<file path="src/verilog/rsbm_defines.vh">
// Constants for the subaddress buffer manager: descriptor layout, control
// word fields, message information word fields and sizes.
// Assumes a 16-bit shared RAM with one-cycle read latency.
`ifndef RSBM_DEFINES_VH
`define RSBM_DEFINES_VH
`define RSBM_ADDR_W 13
`define RSBM_DATA_W 16
`define RSBM_DESC_BASE 13'h0400
`define RSBM_DESC_CTRL 2'h0
`define RSBM_DESC_PTR 2'h1
`define RSBM_DESC_CUR 2'h2
`define RSBM_DESC_END 2'h3
`define RSBM_CW_INDEX_ZERO_IRQ 15
`define RSBM_CW_IWA 14
`define RSBM_CW_IBR 13
`define RSBM_CW_PINGPONG_ENABLE 2
`define RSBM_CW_CIR1 1
`define RSBM_CW_CIR2 0
`define RSBM_MIW_BROADCAST_FLAG 15
`define RSBM_MIW_ERR 14
`define RSBM_MIW_BUSY 13
`define RSBM_MIW_ILL 12
`define RSBM_MESSAGE_INDEX_COUNT_MASK 16'h03ff
`define RSBM_REC_HDR 13'h0002
`endif

</file>
<file path="src/verilog/rsbm_desc_addr.v">
// Descriptor address generator.
// Assumes a command word of 11 bits: T/R, subaddress and word count field.
`timescale 1ns/100ps
`include "rsbm_defines.vh"
module rsbm_desc_addr
#(
  parameter ADDR_W = 13
)
(
  // Command fields.
  input wire [10:0] cmdFields,
  input wire [1:0] wordSel,
  // Address out.
  output wire [ADDR_W-1:0] descAddr
);
  // Four words per block, one block per T/R, subaddress, count combination.
  assign descAddr = `RSBM_DESC_BASE + {cmdFields[10:0], wordSel};
endmodule

</file>
<file path="src/verilog/rsbm_ptr_next.v">
// Circular pointer update: advance or wrap to start.
// Assumes pointers are RAM word addresses.
`timescale 1ns/100ps
module rsbm_ptr_next
#(
  parameter ADDR_W = 13
)
(
  // Pointers in.
  input wire [ADDR_W-1:0] lastPlusOne,
  input wire [ADDR_W-1:0] startPtr,
  input wire [ADDR_W-1:0] endPtr,
  // Result.
  output wire [ADDR_W-1:0] nextPtr,
  output wire wrapped
);
  assign wrapped = (lastPlusOne >= endPtr);
  assign nextPtr = wrapped ? startPtr : lastPlusOne;
endmodule

</file>
<file path="src/verilog/rsbm_top.v">
// Subaddress buffer manager for a remote terminal: indexed mode with
// in-buffer broadcast, and circular mode 1.
// Assumes the message processor gives a command strobe, data word strobes,
// and a done strobe with outcome; RAM answers reads one cycle later.
// Notes on behaviour
// - Broadcast stored in buffer A, flag set
// - Good indexed messages decrement nonzero index, advance pointer unless it reaches zero
// - Broadcast irq needs descriptor and enable bits
// - Good message decrements nonzero index count
// - Nonzero result writes back advanced pointer
// - Zero result keeps pointer, posts irq
// - Circular only for subaddress commands
// - Circular one: pingpong, circ two clear
// - Words: control, start, current, end
// - Only current and pointer words ever written back
// - At or past end wraps to start
// - Descriptor chosen by T/R, subaddress, count
// - Receive data at current plus two
// - Transmit data from current plus two
// - Indexed when all three mode bits zero
// - No decrement if illegal or zero
// - Bad message keeps current pointer
//
// The address-and-strobe port and the address map were chosen for this implementation.
`timescale 1ns/100ps
`include "rsbm_defines.vh"
module rsbm_top
#(
  parameter ADDR_W = 13,
  parameter DATA_W = 16
)
(
  // Clock and reset.
  input wire sys_clk,
  input wire rst_n,
  // Configuration.
  input wire broadcast_segregate,
  input wire broadcast_rx_irq_en,
  input wire index_zero_irq_en,
  input wire access_irq_en,
  // Message processor side.
  input wire cmdValid,
  input wire [15:0] cmdWord,
  input wire cmdBroadcast,
  output wire cmdReady,
  input wire rxWordValid,
  input wire [DATA_W-1:0] rxWord,
  input wire txWordReq,
  output reg [DATA_W-1:0] txWord_q,
  output reg txWordValid_q,
  input wire msgDone,
  input wire msgError,
  input wire msgBusy,
  input wire msgIllegal,
  input wire [DATA_W-1:0] timeTag,
  // Shared RAM.
  output reg ramRd_q,
  output reg ramWr_q,
  output reg [ADDR_W-1:0] ramAddr_q,
  output reg [DATA_W-1:0] ramWdata_q,
  input wire [DATA_W-1:0] ramRdata,
  // Events.
  output reg broadcastIrq_q,
  output reg indexZeroIrq_q,
  output reg accessIrq_q,
  output reg wrapIrq_q
);

  // ==========================================================
  // States.
  localparam [8:0] S_IDLE = 9'h001;
  localparam [8:0] S_FETCH = 9'h002;
  localparam [8:0] S_XFER = 9'h004;
  localparam [8:0] S_TXRD = 9'h008;
  localparam [8:0] S_MIW = 9'h010;
  localparam [8:0] S_TAG = 9'h020;
  localparam [8:0] S_WB = 9'h040;
  localparam [8:0] S_IDX = 9'h080;
  localparam [8:0] S_END = 9'h100;

  reg [8:0] state_q;
  reg [1:0] fetchIdx_q;
  reg fetchLat_q;
  reg [10:0] cmdFields_q;
  reg isTx_q;
  reg isMode_q;
  reg broadcast_flag_q;
  reg [DATA_W-1:0] ctrl_q;
  reg [DATA_W-1:0] word2_q;
  reg [DATA_W-1:0] word3_q;
  reg [DATA_W-1:0] word4_q;
  reg [ADDR_W-1:0] dataPtr_q;
  reg [ADDR_W-1:0] recBase_q;
  reg good_q;
  reg [DATA_W-1:0] miw_q;
  reg [DATA_W-1:0] tag_q;
  reg txPend_q;

  wire [ADDR_W-1:0] descAddr;
  wire [ADDR_W-1:0] circNext;
  wire circWrap;
  wire modeBitsZero;
  wire circOne;
  wire [DATA_W-1:0] indexCount;
  wire [ADDR_W-1:0] descAddrCur;
  wire [ADDR_W-1:0] descAddrPtr;

  // ==========================================================
  // Mode decode.
  // Mode codes never see circular mode; they fall through to plain storage.
  assign modeBitsZero = ~ctrl_q[`RSBM_CW_PINGPONG_ENABLE] & ~ctrl_q[`RSBM_CW_CIR1] &
    ~ctrl_q[`RSBM_CW_CIR2];
  assign circOne = ~isMode_q & ~ctrl_q[`RSBM_CW_PINGPONG_ENABLE] & ~ctrl_q[`RSBM_CW_CIR2] &
    ctrl_q[`RSBM_CW_CIR1];
  assign indexCount = word3_q & `RSBM_MESSAGE_INDEX_COUNT_MASK;
  assign cmdReady = state_q[0];

  rsbm_desc_addr #(
    .ADDR_W(ADDR_W)
  ) uDesc (
    .cmdFields(cmdFields_q),
    .wordSel(fetchIdx_q),
    .descAddr(descAddr)
  );

  rsbm_ptr_next #(
    .ADDR_W(ADDR_W)
  ) uPtr (
    .lastPlusOne(dataPtr_q),
    .startPtr(word2_q[ADDR_W-1:0]),
    .endPtr(word4_q[ADDR_W-1:0]),
    .nextPtr(circNext),
    .wrapped(circWrap)
  );

  // ==========================================================
  // Sequencer.
  // The fetch reads one descriptor word every three cycles: issue, RAM answer,
  // capture. It is slower than a pipelined fetch, but the read strobe never
  // overlaps the capture of the word before it.
  always @(posedge sys_clk or negedge rst_n)
  begin
    if (!rst_n)
    begin
      state_q <= S_IDLE;
      fetchIdx_q <= 2'h0;
      fetchLat_q <= 1'b0;
      cmdFields_q <= 11'h000;
      isTx_q <= 1'b0;
      isMode_q <= 1'b0;
      broadcast_flag_q <= 1'b0;
      ctrl_q <= 16'h0000;
      word2_q <= 16'h0000;
      word3_q <= 16'h0000;
      word4_q <= 16'h0000;
      dataPtr_q <= 13'h0000;
      recBase_q <= 13'h0000;
      good_q <= 1'b0;
      miw_q <= 16'h0000;
      tag_q <= 16'h0000;
      txPend_q <= 1'b0;
      txWord_q <= 16'h0000;
      txWordValid_q <= 1'b0;
      ramRd_q <= 1'b0;
      ramWr_q <= 1'b0;
      ramAddr_q <= 13'h0000;
      ramWdata_q <= 16'h0000;
      broadcastIrq_q <= 1'b0;
      indexZeroIrq_q <= 1'b0;
      accessIrq_q <= 1'b0;
      wrapIrq_q <= 1'b0;
    end
    else
    begin
      ramRd_q <= 1'b0;
      ramWr_q <= 1'b0;
      txWordValid_q <= 1'b0;
      broadcastIrq_q <= 1'b0;
      indexZeroIrq_q <= 1'b0;
      accessIrq_q <= 1'b0;
      wrapIrq_q <= 1'b0;
      case (state_q)
        S_IDLE:
        begin
          // Only one command is in flight; the message processor waits on cmdReady.
          if (cmdValid)
          begin
            // T/R at bit 10, subaddress 9:5, count or mode code 4:0.
            cmdFields_q <= cmdWord[10:0];
            isTx_q <= cmdWord[10];
            isMode_q <= (cmdWord[9:5] == 5'h00) || (cmdWord[9:5] == 5'h1f);
            broadcast_flag_q <= cmdBroadcast;
            fetchIdx_q <= 2'h0;
            fetchLat_q <= 1'b0;
            state_q <= S_FETCH;
          end
        end
        S_FETCH:
        begin
          // One read issued, result captured two cycles after.
          if (!fetchLat_q)
          begin
            ramRd_q <= 1'b1;
            ramAddr_q <= descAddr;
            fetchLat_q <= 1'b1;
          end
          else if (!ramRd_q)
          begin
            case (fetchIdx_q)
              `RSBM_DESC_CTRL: ctrl_q <= ramRdata;
              `RSBM_DESC_PTR: word2_q <= ramRdata;
              `RSBM_DESC_CUR: word3_q <= ramRdata;
              default: word4_q <= ramRdata;
            endcase
            fetchLat_q <= 1'b0;
            fetchIdx_q <= fetchIdx_q + 2'h1;
            if (fetchIdx_q == `RSBM_DESC_END)
              state_q <= S_XFER;
          end
        end
        S_XFER:
        begin
          // Record base: current pointer in circular mode, data pointer A otherwise.
          // Records start with two header words, so data begins two words above.
          if (circOne)
            recBase_q <= word3_q[ADDR_W-1:0];
          else
            recBase_q <= word2_q[ADDR_W-1:0];
          if (circOne)
            dataPtr_q <= word3_q[ADDR_W-1:0] + `RSBM_REC_HDR;
          else
            dataPtr_q <= word2_q[ADDR_W-1:0] + `RSBM_REC_HDR;
          txPend_q <= 1'b0;
          state_q <= S_TXRD;
        end
        S_TXRD:
        begin
          // Data phase: writes for receive, reads for transmit.
          // A transmit read is refused while one is pending, so one word is in flight.
          if (txPend_q && !ramRd_q)
          begin
            txWord_q <= ramRdata;
            txWordValid_q <= 1'b1;
            txPend_q <= 1'b0;
          end
          if (!isTx_q && rxWordValid)
          begin
            ramWr_q <= 1'b1;
            ramAddr_q <= dataPtr_q;
            ramWdata_q <= rxWord;
            dataPtr_q <= dataPtr_q + 13'h0001;
          end
          else if (isTx_q && txWordReq && !txPend_q)
          begin
            ramRd_q <= 1'b1;
            ramAddr_q <= dataPtr_q;
            dataPtr_q <= dataPtr_q + 13'h0001;
            txPend_q <= 1'b1;
          end
          else if (msgDone && !txPend_q)
          begin
            // Completion waits for a pending transmit read so its word is not lost.
            good_q <= ~msgError & ~msgBusy & ~msgIllegal;
            miw_q <= {broadcast_flag_q, msgError, msgBusy, msgIllegal, 1'b0, cmdFields_q};
            tag_q <= timeTag;
            state_q <= S_MIW;
          end
        end
        S_MIW:
        begin
          // The information word is written even for bad messages; only the
          // pointer and index count updates that follow are withheld.
          ramWr_q <= 1'b1;
          ramAddr_q <= recBase_q;
          ramWdata_q <= miw_q;
          state_q <= S_TAG;
        end
        S_TAG:
        begin
          // Access and broadcast interrupt pulses come with the time tag, once the record is complete.
          ramWr_q <= 1'b1;
          ramAddr_q <= recBase_q + 13'h0001;
          ramWdata_q <= tag_q;
          accessIrq_q <= access_irq_en & ctrl_q[`RSBM_CW_IWA];
          broadcastIrq_q <= broadcast_flag_q & broadcast_rx_irq_en & ctrl_q[`RSBM_CW_IBR];
          state_q <= S_WB;
        end
        S_WB:
        begin
          // Post-processing: circular pointer or index count, only for clean messages.
          // A broadcast with segregation on would belong in its own buffer, which is
          // not built here, so in indexed mode it leaves the index and the pointer alone.
          state_q <= S_END;
          if (circOne && good_q)
          begin
            ramWr_q <= 1'b1;
            ramAddr_q <= descAddrCur;
            ramWdata_q <= {{(DATA_W-ADDR_W){1'b0}}, circNext};
            wrapIrq_q <= circWrap & index_zero_irq_en & ctrl_q[`RSBM_CW_INDEX_ZERO_IRQ];
          end
          else if (modeBitsZero && good_q && !(broadcast_flag_q && broadcast_segregate) &&
            (indexCount != 16'h0000))
          begin
            ramWr_q <= 1'b1;
            ramAddr_q <= descAddrCur;
            ramWdata_q <= (word3_q & ~`RSBM_MESSAGE_INDEX_COUNT_MASK) | (indexCount - 16'h0001);
            state_q <= S_IDX;
          end
        end
        S_IDX:
        begin
          // The decision uses the count as fetched, so a count of one means it has
          // just reached zero.
          state_q <= S_END;
          if (indexCount != 16'h0001)
          begin
            ramWr_q <= 1'b1;
            ramAddr_q <= descAddrPtr;
            ramWdata_q <= {{(DATA_W-ADDR_W){1'b0}}, dataPtr_q};
          end
          else
            indexZeroIrq_q <= index_zero_irq_en & ctrl_q[`RSBM_CW_INDEX_ZERO_IRQ];
        end
        // One idle cycle lets the last write settle before the next fetch.
        S_END:
          state_q <= S_IDLE;
        default:
          state_q <= S_IDLE;
      endcase
    end
  end

  // ==========================================================
  // Write-back addresses for the current and pointer descriptor words.
  // They reuse the latched command fields, so the addresses stay put even if
  // the message processor presents a new command word early.
  assign descAddrCur = `RSBM_DESC_BASE + {cmdFields_q, `RSBM_DESC_CUR};
  assign descAddrPtr = `RSBM_DESC_BASE + {cmdFields_q, `RSBM_DESC_PTR};

endmodule

</file>
<file path="config.mk">
export PLATFORM = sky130hd
export DESIGN_NAME = rsbm_top
export DESIGN_NICKNAME = d
export VERILOG_FILES = /design/src/verilog/rsbm_desc_addr.v /design/src/verilog/rsbm_ptr_next.v /design/src/verilog/rsbm_top.v
export VERILOG_INCLUDE_DIRS = /design/src /design/src/verilog
export SDC_FILE = /design/constraint.sdc
export NUM_CORES = 1
export LEC_CHECK = 0
export BUFFER_PORTS_ARGS = -buffer_cell sky130_fd_sc_hd__buf_2
export CORE_UTILIZATION = 24
export CTS_BUF_LIST = sky130_fd_sc_hd__clkbuf_2 sky130_fd_sc_hd__clkbuf_4 sky130_fd_sc_hd__clkbuf_8
export DETAILED_ROUTE_END_ITERATION = 6
export SYNTH_ARGS = -nofsm -noshare
export SYNTH_HDL_FRONTEND = slang
export SYNTH_HIERARCHICAL = 1
export SYNTH_SLANG_ARGS = --single-unit
</file>
<file path="constraint.sdc">
create_clock -name sys_clk -period 8.25 [get_ports sys_clk]
set_input_delay 0.4125 -clock sys_clk [delete_from_list [all_inputs] [get_ports sys_clk]]
set_output_delay 0.4125 -clock sys_clk [all_outputs]
set_load 0.05 [all_outputs]
</file>
# [Word level (Yosys, flattened, before mapping)]
# Cells that the tools add are included.
[op_classes] addsub=9 n_lt_le_gt_ge=1 n_eq_ne=25 mux=57 bitwise_logic=25 reduce_logical=37
[ops] op="two-way mux 13 bit" count=11
[ops] op="two-way mux 9 bit" count=9
[ops] op="one-hot mux 16 bit (5 select lines)" count=1
[ops] op="one-hot mux 13 bit (6 select lines)" count=1
[ops] op="one-hot mux 9 bit (8 select lines)" count=1
[ops] op="two-way mux 16 bit" count=4
[ops] op="adder 11 x 13 -> 13 bit, first input constant" count=3
[ops] op="AND reduction 4 bit" count=7
[ops] op="adder 13 x 1 -> 13 bit, second input constant" count=2
[ops] op="adder 13 x 2 -> 13 bit, second input constant" count=2
[ops] op="one-hot mux 13 bit (2 select lines)" count=1
[ops] op="two-way mux 1 bit" count=21
[ops] op="!= test 2 bit, second input constant" count=10
[ops] op="bitwise OR 16 bit" count=1
[ops] op="nonzero test 16 bit" count=1
[ops] op="bitwise AND 1 bit" count=13
[ops] op="greater-or-equal comparator 13 bit" count=1
[ops] op="NOT 1 bit" count=11
[ops] op="subtractor 10 x 1 -> 11 bit, second input constant" count=1
[ops] op="logical AND 1 bit" count=10
[ops] op="!= test 10 x 1 -> 1 bit, second input constant" count=1
[ops] op="== test 9 x 1 -> 1 bit, second input constant" count=1
[ops] op="== test 9 x 2 -> 1 bit, second input constant" count=1
[ops] op="== test 9 x 3 -> 1 bit, second input constant" count=1
[ops] op="26 further kinds" count=39
[word_totals] ff_bits=195 inputBits=78

# [Depth between registers and ports, before layout]
[depth] depth_word=9 ltp_mapped=12 ltp_nobuf=11

# [By module]
# The synthesis kept the hierarchy.
[modules_own_cells] mod="rsbm_top" n_inst=1 cells_each=929 area_each_um2=9935.8 seq_area_each_um2=4605.7
[modules_own_cells] mod="rsbm_ptr_next" n_inst=1 cells_each=58 area_each_um2=520.5 seq_area_each_um2=0.0
[modules_own_cells] mod="rsbm_desc_addr" n_inst=1 cells_each=13 area_each_um2=100.1 seq_area_each_um2=0.0

# [Worst setup path before layout]
# Ideal clock, no wire load.
[synth_path] path_type="register -> register" start="reg ctrl_q[2]" end="reg dataPtr_q[7]" setup_ps=123 t_arrival_ps=2835 path_slack_ps=5292 stages_incl_launch_ff=13 n_path_buf=3 period_less_slack_ps=2958 path_cell_list="dfrtp_1 -> or4b_1 -> buf_2 -> buf_1 -> buf_1 -> nand2_1 -> nand2_1 -> ha_1 -> and4_1 -> a211oi_1 -> a31oi_1 -> o31a_1 -> o221a_2"
[synth_via] elab_chain_cells=6
[synth_rtl] element="from (decl)" line="rsbm_top.v:88" source="reg [DATA_W-1:0] ctrl_q;"
[synth_rtl] element="from (signal assigned)" line="rsbm_top.v:210" source="`RSBM_DESC_CTRL: ctrl_q <= ramRdata;"
[synth_rtl] element="NOT 1 bit" line="rsbm_top.v:113" source="assign circOne = ~isMode_q & ~ctrl_q[`RSBM_CW_PINGPONG_ENABLE] & ~ctrl_q[`RSBM_CW_CIR2] &"
[synth_rtl] element="bitwise AND 1 bit (3 in series)" line="rsbm_top.v:113"
[synth_rtl] element="two-way mux 13 bit" line="rsbm_top.v:229" source="if (circOne)"
[synth_rtl] element="one-hot mux 13 bit (2 select lines)" line="rsbm_top.v:182" source="case (state_q)"
[synth_rtl] element="to (signal assigned)" line="rsbm_top.v:230" source="dataPtr_q <= word3_q[ADDR_W-1:0] + `RSBM_REC_HDR;"
[synth_rtl] element="to (signal assigned)" line="rsbm_top.v:232" source="dataPtr_q <= word2_q[ADDR_W-1:0] + `RSBM_REC_HDR;"
[synth_rtl] element="to (signal assigned)" line="rsbm_top.v:251" source="dataPtr_q <= dataPtr_q + 13'h0001;"
[synth_rtl] element="to (decl)" line="rsbm_top.v:92" source="reg [ADDR_W-1:0] dataPtr_q;"
# Every way passes these cells.
# A chain may end at the register's enable or synchronous reset.

# [Worst setup path in the final report]
[layout_path] start="reg state_q[5]" end="reg ramWdata_q[1]"
[layout_via] elab_chain_cells=3 elab_cells_between_ends=11 cone_classes="8 x eq/ne; 1 x mux; 2 x reduce/logical"
[layout_rtl] element="from (decl)" line="rsbm_top.v:81" source="reg [8:0] state_q;"
[layout_rtl] element="from (signal assigned)" line="rsbm_top.v:145" source="state_q <= S_IDLE;"
[layout_rtl] element="from (signal assigned)" line="rsbm_top.v:195" source="state_q <= S_FETCH;"
[layout_rtl] element="from (signal assigned)" line="rsbm_top.v:218" source="state_q <= S_XFER;"
[layout_rtl] element="== test 9 x 7 -> 1 bit, or another cell as far along" line="rsbm_top.v:182"
[layout_rtl] element="!= test 3 bit (no source line), or another cell as far along"
[layout_rtl] element="AND reduction 4 bit (no source line)"
[layout_rtl] element="to (signal assigned)" line="rsbm_top.v:250" source="ramWdata_q <= rxWord;"
[layout_rtl] element="to (signal assigned)" line="rsbm_top.v:275" source="ramWdata_q <= miw_q;"
[layout_rtl] element="to (signal assigned)" line="rsbm_top.v:283" source="ramWdata_q <= tag_q;"
[layout_rtl] element="to (decl)" line="rsbm_top.v:60" source="output reg [DATA_W-1:0] ramWdata_q,"
# Parallel ways exist; a longest one is shown, timed or not.

==> reports/metrics.cfg <==
[status]
outcome=complete, no violations

[die]
num_rows=76
dieArea_um2=44800
ios=131
fp.dieW_um=212
design.core.area_um2=43300
initial_core_util_pct=24.4
fp.dieH_um=212

[clock_network]
cts_resized=0
cts_made_buffers=17
ctsLongestPathBuffers=2
htreeDepth=4
cts-root-buf=clkbuf_8
cts_tree=built
ctsHoldBuffers=0
clock-sinks=184
clock_latency_ps=510
cts.clk_slew.worst_paths_ps=100
post_cts_buffers=0

[layout]
final_cells=1680
area_delta_synth_final_pct=13.2
fin_nets=1186
layout-drive-gt1-share_pct=29.7
fillers=4590
diodes=0
utilization_pct=27.6

[setup_path]
slowest_stage=and3_1
reg2reg_depth=5
path_class=reg -> reg
crit_chain=nor3_1 > and3_1 > a221o_2 > or2_1 > mux2_2
cp_data_required_time_ps=8630
end_kind=flip-flop
critPathLaunch=state_q[5]
max_stage_delay_ps=880
cp_max_fo=21
worstReg2RegStart=state_q[5]
arrival_ps=4010
startpoint_type=flip-flop

[sta]
fin_setup_tns_ps=0
setup_viol=0
slew_headroom_pct=18.2
period_share_pct=44.0
final-hold-violation-count=0
max_freq_mhz=276
layout_setup_ws_ps=4620
skew_ps=20.3
rsz0062_at_grt=false
tightest_slew_ps=1220
period_needed_ps=3630
holdWs_ps=0.800
maxSlewViolCount=0

[place]
numPortBuffers=125
gp_congestion=0.945
dp.cells=1648
dp_slack_ps=4680
dp_hpwl_um=26800

[routing]
avgViaCountPerCell=5.14
drt_iter0_markers=756
ant_nets=0
vias=8636
drcViolationCount=0
totalWireLength_um=36700
first_pass_iters=5
avgRoutedWirePerCell_um=21.8

[job]
cap_viol_max_count=0

[synth]
yosysTopAreaCell=dfrtp_1
yosysMostFrequentCell=dfrtp_1
postSynthAreaPerCell_um2=10.6
synth_commonest_cells=183 x dfrtp_1, 122 x mux2_2, 64 x nand2_1, 55 x nor2_1, 53 x o21ai_0
netlist.area_leader.share_pct=43.4
synth_seq_area_share_pct=43.6
synth_flop_cell=dfrtp_1
yosysWarningCount=6
synth.net_count=1104
netlist_instances=1000
synth-seq-cells=184
synth_edf_count=0
async_flop_share_pct=100
synth_area_um2=10600
synth_cell_types=86
ys_top_cells_by_area=dfrtp_1 43%, mux2_2 13%, ha_1 3.1%

[power_and_ir_drop]
pwr_density_cell_nw_per_um2=239
switching_share_pct=41.1
comb_power_share_pct=32.8
switching_power_uw=1180
vdd_drop_max_mv=0.101
pwr-share-seq_pct=45.4
pwr-share-clk_pct=21.8
p_int_uw=1680
leakage_uw=0.00511

[min_path]
hold_path.class=in -> async

[grt]
grt_pass1_vias=8589
antenna_found_initial=1
grt_pass1_wl_um=55200
overflow=0
grt_usage_pct=16.7
grt_max_degree=117

## per-layer routing
| layer | track usage (%) | wire length, um |
|---|---|---|
| met5 | 0 | 17 |
| met4 | 4.77 | 851 |
| met3 | 3.60 | 2330 |
| met2 | 26.4 | 17000 |
| met1 | 22.7 | 16500 |
## state kept, by name, summed over array words and instances (netlist names), 2 cells and up
name         count
tag_q           16
word3_q         16
txWord_q        16
fetchIdx_q       2
ctrl_q           6
miw_q           15
ramAddr_q       13
state_q          9
ramWdata_q      16
recBase_q       13
word4_q         13
cmdFields_q     11
dataPtr_q       13
word2_q         13
## metrics by stage
stage	total power, uW	cell area (um2)
after global placement	2230	11600
after detailed placement	2250	11600
after CTS	2890	11900
after floorplan	1940	10600
after global routing	3030	11900
final	2860	11900
## power by group through the flow
| stage | sequential (uW) | clock [uW] | combinational [uW] |
|---|---|---|---|
| final | 1300 | 623 | 938 |
| after global placement | 1300 | 0 | 930 |
| after CTS | 1290 | 648 | 946 |
| after floorplan | 1310 | 0 | 623 |
| after detailed placement | 1310 | 0 | 943 |
| after global routing | 1320 | 688 | 1020 |
## cell families (layout without fill, tap and decap cells)
kind of cell | after synthesis | count (layout) | synth area share [%]
AO/OA/AOI/OAI | 234 | 234 | 15.7
XOR/XNOR | 24 | 24 | 1.99
adder cells (fa/ha/maj) | 26 | 26 | 3.08
buffers and inverters | 103 | 198 | 5.10
flip-flops | 184 | 184 | 43.6
multiplexers | 148 | 148 | 16.0
AND/OR/NAND/NOR | 281 | 281 | 14.5
## cell type report
| type | count | area (um2) | area share [%] |
|---|---|---|---|
| multi-input cells | 713 | 5410 | 45.3 |
| clock inverters | 12 | 115 | 0.963 |
| clock buffers | 20 | 269 | 2.25 |
| flip-flops and latches | 184 | 4610 | 38.5 |
| repair buffers | 132 | 687 | 5.75 |
| inverters | 34 | 128 | 1.07 |
| well taps | 585 | 732 | 6.13 |
## cells in the final DEF (no fill, tap or decap), drive strengths merged, types with 5 or more instances in the layout
master  instances
clkbuf         21
nand3          31
or4             9
nand2b          9
mux2i          14
nor3b           5
a21oi          32
nand2          64
o221ai          5
o22a            9
inv            40
o211ai         16
ha             26
xor2            9
a22o            6
nor2           56
nand4           9
buf           131
nor4           18
dfrtp         183
a31oi          24
and2            5
mux2          134
o22ai           9
o21ai          55
o32a            7
a221o           5
a22oi          15
nor3           29
a211oi         10
xnor2          15
or3             6
and3            8
nor2b           7
## critical path, delay by kind of cell, from the launching register on
kind / cells / cell delay (ps)
and+or+nand+nor: 3 / 2170
DFF: 1 / 580
AOI/OAI and AO/OA: 1 / 340
muxes: 1 / 410
## final timing paths
path,slack (ps),endpoint
min,0.8,cmdFields_q[3]
max in group asynchronous,6720,word3_q[2]
min reg2reg,500,accessIrq_q
min in group sys_clk,70,state_q[0]
max reg2reg,4620,ramWdata_q[1]
max,4620,ramWdata_q[1]
Power figures use the tool's default switching activity.
